File: src/hdl/rsj_pkg.sv
// Constants and types for the rotate / set-bit / short-jump execution block.
// Assumes one machine cycle per mclk edge; the core feeds one instruction at a time.
package rsj_pkg;

  // ==========================================================
  // Opcodes
  localparam logic [7:0] RSJ_OP_ROTATE_RIGHT  = 8'h03;  // Rotate right, 1 byte
  localparam logic [7:0] RSJ_OP_ROTATE_RIGHT_C = 8'h13; // Rotate right through carry
  localparam logic [7:0] RSJ_OP_SET_CARRY     = 8'hD3;  // Set carry flag
  localparam logic [7:0] RSJ_OP_SET_BIT       = 8'hD2;  // Set addressed bit
  localparam logic [7:0] RSJ_OP_SHORT_JUMP    = 8'h80;  // Short relative jump

  // ==========================================================
  // Instruction lengths, added to the program counter
  localparam logic [15:0] RSJ_LEN_ONE_BYTE = 16'h0001;  // One-byte forms
  localparam logic [15:0] RSJ_LEN_TWO_BYTE = 16'h0002;  // Two-byte forms

  // ==========================================================
  // Reset values
  localparam logic [7:0]  RSJ_ACC_RST   = 8'h00;        // Accumulator
  localparam logic        RSJ_CARRY_RST = 1'b0;         // Carry flag
  localparam logic [15:0] RSJ_PC_RST    = 16'h0000;     // Program counter
  localparam logic        RSJ_BIT_RST   = 1'b0;         // Bit-addressable cells

  // ==========================================================
  // Displacement reach from the next instruction
  localparam logic [15:0] RSJ_JUMP_BACK_MAX = 16'h0080;  // 128 bytes before
  localparam logic [15:0] RSJ_JUMP_FWD_MAX  = 16'h007F;  // 127 bytes after

  // Sequencer states
  typedef enum logic [0:0] {
    RSJ_ST_IDLE = 1'b0,  // Ready for an instruction
    RSJ_ST_JUMP = 1'b1   // Second machine cycle of a short jump
  } rsj_state_t;

endpackage

File: src/hdl/rsj_bit_if.sv
// Bundle between the executor and the bit-addressable store.
// Assumes both ends sit on mclk.
`timescale 1ns/10ps
interface rsj_bit_if;
  logic       wr_en;    // Set the addressed bit this edge
  logic [7:0] wr_addr;  // Bit address to set
  logic [7:0] rd_addr;  // Bit address to read
  logic       rd_data;  // Registered read data

  modport exec  (output wr_en, output wr_addr, output rd_addr, input rd_data);
  modport store (input wr_en, input wr_addr, input rd_addr, output rd_data);
endinterface

File: src/hdl/rsj_bit_store.sv
// Bit-addressable storage, 256 single-bit cells addressed by bit address.
// Assumes writes only ever set a bit; clears come from reset.
`timescale 1ns/10ps
module rsj_bit_store
  import rsj_pkg::*;
(
  input  wire logic mclk,
  input  wire logic rst,
  rsj_bit_if.store  bus
);

  // ==========================================================
  // Cell array
  logic [255:0] bits_q;  // Cell contents
  logic [255:0] bits_d;  // Next cell contents
  logic         rd_d;    // Next read value

  // One cell per bit address; only the addressed cell can be set
  for (genvar i = 0; i < 256; i++) begin : g_cell
    always_comb begin
      bits_d[i] = bits_q[i] | (bus.wr_en && (bus.wr_addr == 8'(i)));
    end
  end

  // Read port, registered so the top output comes from a flop
  always_comb begin
    rd_d = bits_q[bus.rd_addr];
  end

  always_ff @(posedge mclk) begin
    if (rst) begin
      bits_q      <= {256{RSJ_BIT_RST}};
      bus.rd_data <= RSJ_BIT_RST;
    end else begin
      bits_q      <= bits_d;
      bus.rd_data <= rd_d;
    end
  end

  // A set request leaves the addressed cell at one after the next edge
  property p_bit_set;
    @(posedge mclk) disable iff (rst)
    bus.wr_en |=> bits_q[$past(bus.wr_addr)];
  endproperty
  a_bit_set: assert property (p_bit_set) else $error("addressed bit not set");

endmodule

File: src/hdl/rsj_exec.sv
// Executor for rotate right, rotate right through carry, set bit and short jump.
// Assumes the core presents one opcode plus its second byte per request, synchronous to mclk.
`timescale 1ns/10ps
module rsj_exec
  import rsj_pkg::*;
(
  input  wire logic        mclk,            // Machine-cycle clock
  input  wire logic        rst,             // Synchronous reset, active high
  input  wire logic        instr_valid,     // Instruction offered
  input  wire logic [7:0]  instr_opcode,    // First instruction byte
  input  wire logic [7:0]  instr_operand,   // Second byte, when the form has one
  input  wire logic        load_en,         // Core loads state this cycle, unless a short jump is in its second cycle
  input  wire logic [7:0]  load_acc,        // Accumulator to load
  input  wire logic        load_carry,      // Carry to load
  input  wire logic [15:0] load_pc,         // Program counter to load
  input  wire logic [7:0]  bit_rd_addr,     // Bit address to observe
  output logic             instr_ready,     // Ready to take an instruction
  output logic             instr_done,      // Pulse: instruction retired
  output logic             instr_unknown,   // Pulse: opcode not handled here
  output logic [7:0]       acc,             // Accumulator
  output logic             carry,           // Carry flag
  output logic [15:0]      pc,              // Program counter
  output logic             bit_rd_data      // Registered bit read data
);

  // ==========================================================
  // State
  rsj_state_t  state_q, state_d;      // Sequencer
  logic [7:0]  acc_q, acc_d;          // Accumulator
  logic        carry_q, carry_d;      // Carry flag
  logic [15:0] pc_q, pc_d;            // Program counter
  logic [7:0]  rel_q, rel_d;          // Held jump displacement
  logic [15:0] origin_q, origin_d;    // Address of the jump in flight
  logic        ready_q, ready_d;      // Registered ready
  logic        done_q, done_d;        // Retire pulse
  logic        unknown_q, unknown_d;  // Unknown opcode pulse
  logic        take;                  // Instruction accepted this edge

  rsj_bit_if bit_bus ();  // Path to the bit store

  // ==========================================================
  // Bit store
  rsj_bit_store u_store (
    .mclk (mclk),
    .rst  (rst),
    .bus  (bit_bus)
  );

  // Load wins over an instruction offered in the same cycle; the instruction is dropped
  assign take = instr_valid && ready_q && !load_en;

  // Set-bit path to storage, decoded straight from the accepted opcode
  always_comb begin
    bit_bus.wr_en   = take && (instr_opcode == RSJ_OP_SET_BIT);
    bit_bus.wr_addr = instr_operand;
    bit_bus.rd_addr = bit_rd_addr;
  end

  // ==========================================================
  // Decode and execute
  // Each case computes the whole next machine state in one pass
  always_comb begin
    state_d   = state_q;
    acc_d     = acc_q;
    carry_d   = carry_q;
    pc_d      = pc_q;
    rel_d     = rel_q;
    origin_d  = origin_q;
    done_d    = 1'b0;
    unknown_d = 1'b0;
    unique case (state_q)
      RSJ_ST_IDLE: begin
        if (load_en) begin
          // Core overwrites the working state
          acc_d   = load_acc;
          carry_d = load_carry;
          pc_d    = load_pc;
        end else if (take) begin
          unique case (instr_opcode)
            RSJ_OP_ROTATE_RIGHT: begin
              // Carry untouched
              acc_d  = {acc_q[0], acc_q[7:1]};
              pc_d   = pc_q + RSJ_LEN_ONE_BYTE;
              done_d = 1'b1;
            end
            RSJ_OP_ROTATE_RIGHT_C: begin
              // Old carry enters bit 7, bit 0 leaves into carry
              acc_d   = {carry_q, acc_q[7:1]};
              carry_d = acc_q[0];
              pc_d    = pc_q + RSJ_LEN_ONE_BYTE;
              done_d  = 1'b1;
            end
            RSJ_OP_SET_CARRY: begin
              carry_d = 1'b1;
              pc_d    = pc_q + RSJ_LEN_ONE_BYTE;
              done_d  = 1'b1;
            end
            RSJ_OP_SET_BIT: begin
              // Storage write goes out on the bit bus; flags stay
              pc_d   = pc_q + RSJ_LEN_TWO_BYTE;
              done_d = 1'b1;
            end
            RSJ_OP_SHORT_JUMP: begin
              // First cycle steps past both bytes, keeps the displacement
              pc_d     = pc_q + RSJ_LEN_TWO_BYTE;
              rel_d    = instr_operand;
              origin_d = pc_q;
              state_d  = RSJ_ST_JUMP;
            end
            default: begin
              // Not ours: leave all state, flag it for the core
              unknown_d = 1'b1;
            end
          endcase
        end
      end
      RSJ_ST_JUMP: begin
        // Sign extension bounds the reach to -128..+127 from the next instruction
        pc_d    = pc_q + {{8{rel_q[7]}}, rel_q};
        done_d  = 1'b1;
        state_d = RSJ_ST_IDLE;
      end
    endcase
    // Ready drops for the second jump cycle only
    ready_d = (state_d == RSJ_ST_IDLE);
  end

  // Register the whole machine state
  always_ff @(posedge mclk) begin
    if (rst) begin
      state_q   <= RSJ_ST_IDLE;
      acc_q     <= RSJ_ACC_RST;
      carry_q   <= RSJ_CARRY_RST;
      pc_q      <= RSJ_PC_RST;
      rel_q     <= 8'h00;
      origin_q  <= RSJ_PC_RST;
      ready_q   <= 1'b1;
      done_q    <= 1'b0;
      unknown_q <= 1'b0;
    end else begin
      state_q   <= state_d;
      acc_q     <= acc_d;
      carry_q   <= carry_d;
      pc_q      <= pc_d;
      rel_q     <= rel_d;
      origin_q  <= origin_d;
      ready_q   <= ready_d;
      done_q    <= done_d;
      unknown_q <= unknown_d;
    end
  end

  // ==========================================================
  // Outputs, all straight from flops
  assign instr_ready   = ready_q;
  assign instr_done    = done_q;
  assign instr_unknown = unknown_q;
  assign acc           = acc_q;
  assign carry         = carry_q;
  assign pc            = pc_q;
  assign bit_rd_data   = bit_bus.rd_data;

  // ==========================================================
  // Checks
  logic [15:0] jump_span;  // Target minus jump address
  assign jump_span = pc_q - origin_q;

  property p_rot_data;
    @(posedge mclk) disable iff (rst)
    take && instr_opcode == RSJ_OP_ROTATE_RIGHT
      |=> acc_q == {$past(acc_q[0]), $past(acc_q[7:1])} && carry_q == $past(carry_q);
  endproperty
  a_rot_data: assert property (p_rot_data) else $error("rotate right result wrong");

  property p_rot_timing;
    @(posedge mclk) disable iff (rst)
    take && instr_opcode == RSJ_OP_ROTATE_RIGHT |=> done_q && ready_q && pc_q == $past(pc_q) + 16'h0001;
  endproperty
  a_rot_timing: assert property (p_rot_timing) else $error("rotate right not one byte one cycle");

  property p_rotc_data;
    @(posedge mclk) disable iff (rst)
    take && instr_opcode == RSJ_OP_ROTATE_RIGHT_C
      |=> acc_q == {$past(carry_q), $past(acc_q[7:1])} && carry_q == $past(acc_q[0]);
  endproperty
  a_rotc_data: assert property (p_rotc_data) else $error("rotate through carry wrong");

  property p_rotc_timing;
    @(posedge mclk) disable iff (rst)
    take && instr_opcode == RSJ_OP_ROTATE_RIGHT_C |=> done_q ##0 pc_q == $past(pc_q) + 16'h0001;
  endproperty
  a_rotc_timing: assert property (p_rotc_timing) else $error("rotate through carry timing wrong");

  property p_setc;
    @(posedge mclk) disable iff (rst)
    take && instr_opcode == RSJ_OP_SET_CARRY |=> carry_q && acc_q == $past(acc_q) && done_q;
  endproperty
  a_setc: assert property (p_setc) else $error("set carry wrong");

  property p_set_addr_bit;
    @(posedge mclk) disable iff (rst)
    take && instr_opcode == RSJ_OP_SET_BIT
      |=> carry_q == $past(carry_q) && done_q && pc_q == $past(pc_q) + 16'h0002;
  endproperty
  a_set_addr_bit: assert property (p_set_addr_bit) else $error("set bit changed flag or length");

  // Displacement taken from the offered byte, so a bad capture into the holding register shows up
  property p_jump_target;
    @(posedge mclk) disable iff (rst)
    take && instr_opcode == RSJ_OP_SHORT_JUMP
      |=> pc_q == $past(pc_q) + 16'h0002
      ##1 pc_q == $past(pc_q) + {{8{$past(instr_operand[7], 2)}}, $past(instr_operand, 2)};
  endproperty
  a_jump_target: assert property (p_jump_target) else $error("short jump target wrong");

  property p_jump_range;
    @(posedge mclk) disable iff (rst)
    state_q == RSJ_ST_JUMP
      |=> (jump_span + RSJ_JUMP_BACK_MAX - 16'h0002) <= (RSJ_JUMP_BACK_MAX + RSJ_JUMP_FWD_MAX);
  endproperty
  a_jump_range: assert property (p_jump_range) else $error("short jump out of reach");

  property p_jump_cycles;
    @(posedge mclk) disable iff (rst)
    take && instr_opcode == RSJ_OP_SHORT_JUMP |=> !done_q && !ready_q ##1 done_q && ready_q;
  endproperty
  a_jump_cycles: assert property (p_jump_cycles) else $error("short jump not two cycles");

endmodule

File: config.mk
export PLATFORM = sky130hd
export DESIGN_NAME = rsj_exec
export DESIGN_NICKNAME = d
export VERILOG_FILES = /design/src/hdl/rsj_pkg.sv /design/src/hdl/rsj_bit_if.sv /design/src/hdl/rsj_bit_store.sv /design/src/hdl/rsj_exec.sv
export SDC_FILE = /design/constraint.sdc
export NUM_CORES = 1
export LEC_CHECK = 0
export BUFFER_PORTS_ARGS = -buffer_cell sky130_fd_sc_hd__buf_2
export CAP_MARGIN = 10
export CORE_MARGIN = 10
export CORE_UTILIZATION = 40
export DETAILED_ROUTE_END_ITERATION = 8
export GPL_TIMING_DRIVEN = 0
export PLACE_DENSITY = 0.67
export SLEW_MARGIN = 20
export SYNTH_ARGS = -nofsm -noshare
export SYNTH_HDL_FRONTEND = slang
export SYNTH_SLANG_ARGS = --single-unit
File: constraint.sdc
create_clock -name mclk -period 2.5 [get_ports mclk]
set_input_delay 0.125 -clock mclk [delete_from_list [all_inputs] [get_ports mclk]]
set_output_delay 0.125 -clock mclk [all_outputs]
set_load 0.01 [all_outputs]
==> flow_summary.ini <==
[routing]
dr.pass1.iters = 5
routedWlPerCell_um = 20.8
drcViolationCount = 0
drt-vias-per-instance = 5.82
drt_iter0_drc = 1293
vias = 11500
drtAntennaViolNets = 0
drt_wl_total_um = 41100

[critical_path]
reg2reg_slack_ps = -20
crit_path_start = instr_ready$_SDFF_PP1_
cpPeakStageDelay_ps = 460
startpoint_type = register
cp.arrival_ps = 2960
path_cells = nand3_1, nor3_4, nand2_1, nor2_2, buf_2, a21oi_1, nor2_1
end_kind = register
crit_path_top_delay_cell = nor2_2
critPathMaxFanout = 10
r2r_cells = 7
worstSetupPathType = reg -> reg
crit_end = u_store.bits_q[153]$_SDFF_PP0_
reg2reg_to = u_store.bits_q[153]$_SDFF_PP0_
rr_startpoint = instr_ready$_SDFF_PP1_
required_ps = 2940

[synthesis]
syn_inst = 1413
synth_area_sq_mm = 0.0128
synth_top_cell_by_area = dfxtp_1
synth-edff-count = 0
yosysSeqAreaShare = 0.461
synthFlopType = dfxtp_1
ys_ff_latch = 294
yosysWarnings = 0
ys_async_sr_fraction = 0
synth.net_count = 1484
ys_types = 57
netlist_top_cells_area = dfxtp_1 46%, a21oi_1 12%, mux4_2 11%, nor2_1 9.4%, clkbuf_1 1.8%
synth_top_area_frac = 0.461
syn_avg_cell_area_sq_um = 9.04

[timing]
fin_crit_ps = 2520
max_slew_margin = 0.365
setup-violations-final = 2
fin_crit_sh = 1.01
tightestPinTransition_ps = 953
worst_slack_ps = -19.7
holdWs_ps = 16.5
finClkSkew_ps = 28.5
rsz0062_at_grt = yes
max_clock_freq_mhz = 397
finalHoldViolations = 0
fin_tns_setup_ps = -20.1
drv_slew = 0

[clock_network]
cts_tree = yes
ctsLongestPathBuffers = 3
clk_latency_ps = 530
numCtsBuffers = 34
htreeDepth = 2
clock_sinks = 294
clk_pin_slew_ps = 50
cts_root_buf = clkbuf_16

[min_path]
hp-class = in -> reg

[status]
failed_checks = negative setup slack
status = complete, but fails checks

[finish]
fin_util = 0.482
finalNetCount = 1619
drive_gt1_frac = 0.176
final_area_sq_mm = 0.0152
fin_cells = 1975
area.growth.synth_to_final_pct = 19.1

[grt]
grt_pass1_vias = 10900
antenna_found_initial = 3
grt_overflow = 0
grt_max_degree = 13
grt_usage = 0.204
grt_pass1_wl_um = 63000

[placed_design]
dpl_cell_area_sq_mm = 0.0136
dp_hpwl_um = 27700
placedCellCount = 1888
port_buffers = 73
gp_congestion = 0.917

[run]
maxCapViolations = 0

[die]
fp.dieW_um = 199
io_pins = 82
core_area_sq_mm = 0.0316
rows = 65
start_util = 0.405
die_h_um = 199
die_area_sq_mm = 0.0395

[power_and_ir_drop]
ir_worst_vdd_uv = 374
cellLeakagePower_nw = 5.64
power.density_mw_per_mm2 = 675
## cell usage in the layout (no fill, tap or decap), types with 6 or more instances in the layout
master         count
nand3_1           17
dlygate4sd3_1     16
inv_1              8
ha_1              11
a22oi_1           26
mux2i_1           15
a21oi_1          294
nand2_1           58
xor2_1             9
nor2_1           307
nor4_1             7
nor3_1            20
a31oi_1            8
buf_2             97
nand2b_1          12
o21ai_0           24
clkbuf_16         34
xnor2_1            9
dfxtp_2            6
buf_4             13
clkbuf_8           6
dfxtp_1          287
nor2_2             7
a211oi_1          13
ha_4               6
mux4_2            65
clkbuf_1          73
or3_1              7
o211ai_1          11
## cells in the mapped netlist (3+ instances only)
master	number
nor3_2	5
nor2b_1	4
xnor2_1	9
buf_4	3
nor2_1	319
buf_2	28
a211oi_1	15
nor3_1	21
o31ai_1	3
o22ai_1	3
o21ai_0	24
inv_1	8
a22oi_1	26
a21oi_1	295
o211ai_1	11
o21bai_1	3
buf_6	3
nand4_1	3
and2_1	3
nand2b_1	12
ha_1	17
nand3_1	18
nand2_1	58
a311oi_1	3
mux2i_1	15
o21a_1	5
dfxtp_1	294
a31oi_1	8
nor4_1	8
or3_1	8
and3_1	5
xor2_1	9
a21o_1	5
o2111ai_1	3
mux4_2	65
a211o_1	5
buf_1	4
clkbuf_1	62
## what timing repair did
action | in CTS | in global routing
pin swaps | 5 | 10
endpoints found under the hold margin | 16 | 0
setup endpoints to repair | 138 | 163
hold buffers | 16 | 0
gates resized for setup | 21 | 28
setup buffers | 3 | 7
## routing by layer
| metal | share of wire | GRT usage | up-vias |
|---|---|---|---|
| li1 | - | - | 5335 |
| met1 | 0.42 | 0.271 | 5507 |
| met2 | 0.46 | 0.324 | 554 |
| met3 | 0.091 | 0.0382 | 101 |
| met4 | 0.035 | 0.0754 | 0 |
| met5 | 0 | 0 | - |
## critical path, delay by kind of cell (launching register included)
| kind | cells | cell delay, ps |
|---|---|---|
| AO/OA/AOI/OAI | 1 | 120 |
| buffers and inverters | 1 | 460 |
| flip-flops | 1 | 390 |
| AND/OR/NAND/NOR | 5 | 1460 |
## registers in the layout (all words and copies together) (netlist names)
register / flops
u_store.bits_q: 256
pc: 16
acc: 8
rel_q: 8
carry: 1
instr_done: 1
instr_ready: 1
instr_unknown: 1
state_q: 1
u_store.bus.rd_data: 1
## worst min-delay path by stage
stage | start | to | cells past startpoint
floorplan | bit_rd_addr[5] | u_store.bus.rd_data$_SDFF_PP0_ | 1
global placement | u_store.bits_q[128]$_SDFF_PP0_ | u_store.bits_q[128]$_SDFF_PP0_ | 2
detailed placement | load_pc[13] | pc[13]$_SDFFE_PP0P_ | 3
CTS | load_pc[8] | pc[8]$_SDFFE_PP0P_ | 5
global route | load_carry | carry$_SDFFE_PP0P_ | 4
finish | load_pc[8] | pc[8]$_SDFFE_PP0P_ | 5
## cell families after synthesis
logic type	count (synthesis)	synth area share
XOR/XNOR	18	0.0123
AO/OA/AOI/OAI	419	0.185
adder cells (fa/ha/maj)	18	0.0182
AND/OR/NAND/NOR	474	0.157
flip-flops	294	0.461
buffers and inverters	109	0.0387
multiplexers	81	0.127
## per-stage QoR
step | power, mW | setup slack [ps]
after floorplan | 5.22 | 10.0
after global placement | 5.46 | -541
after detailed placement | 5.46 | -591
after CTS | 10.3 | -102
after global routing | 10.6 | -109
final | 10.3 | -19.7
## area by class of cell
| class | instances | area, sq um |
|---|---|---|
| clock inverter | 7 | 110 |
| clock buffer | 51 | 975 |
| timing repair buffer | 99 | 601 |
| buffer | 101 | 474 |
| sequential | 294 | 5900 |
| fill | 2949 | 16300 |
| inverter | 8 | 30.0 |
| antenna | 3 | 7.51 |
| multi-input combinational | 1010 | 6620 |
| tap | 402 | 503 |
## report_power, final
part	internal, mW	switching (mW)	total (mW)	leakage [nW]
Combinational	0.221	0.434	0.655	2.74
Clock	2.91	1.96	4.87	0.524
Sequential	4.71	0.0388	4.75	2.37
Power figures use the tool's default switching activity.
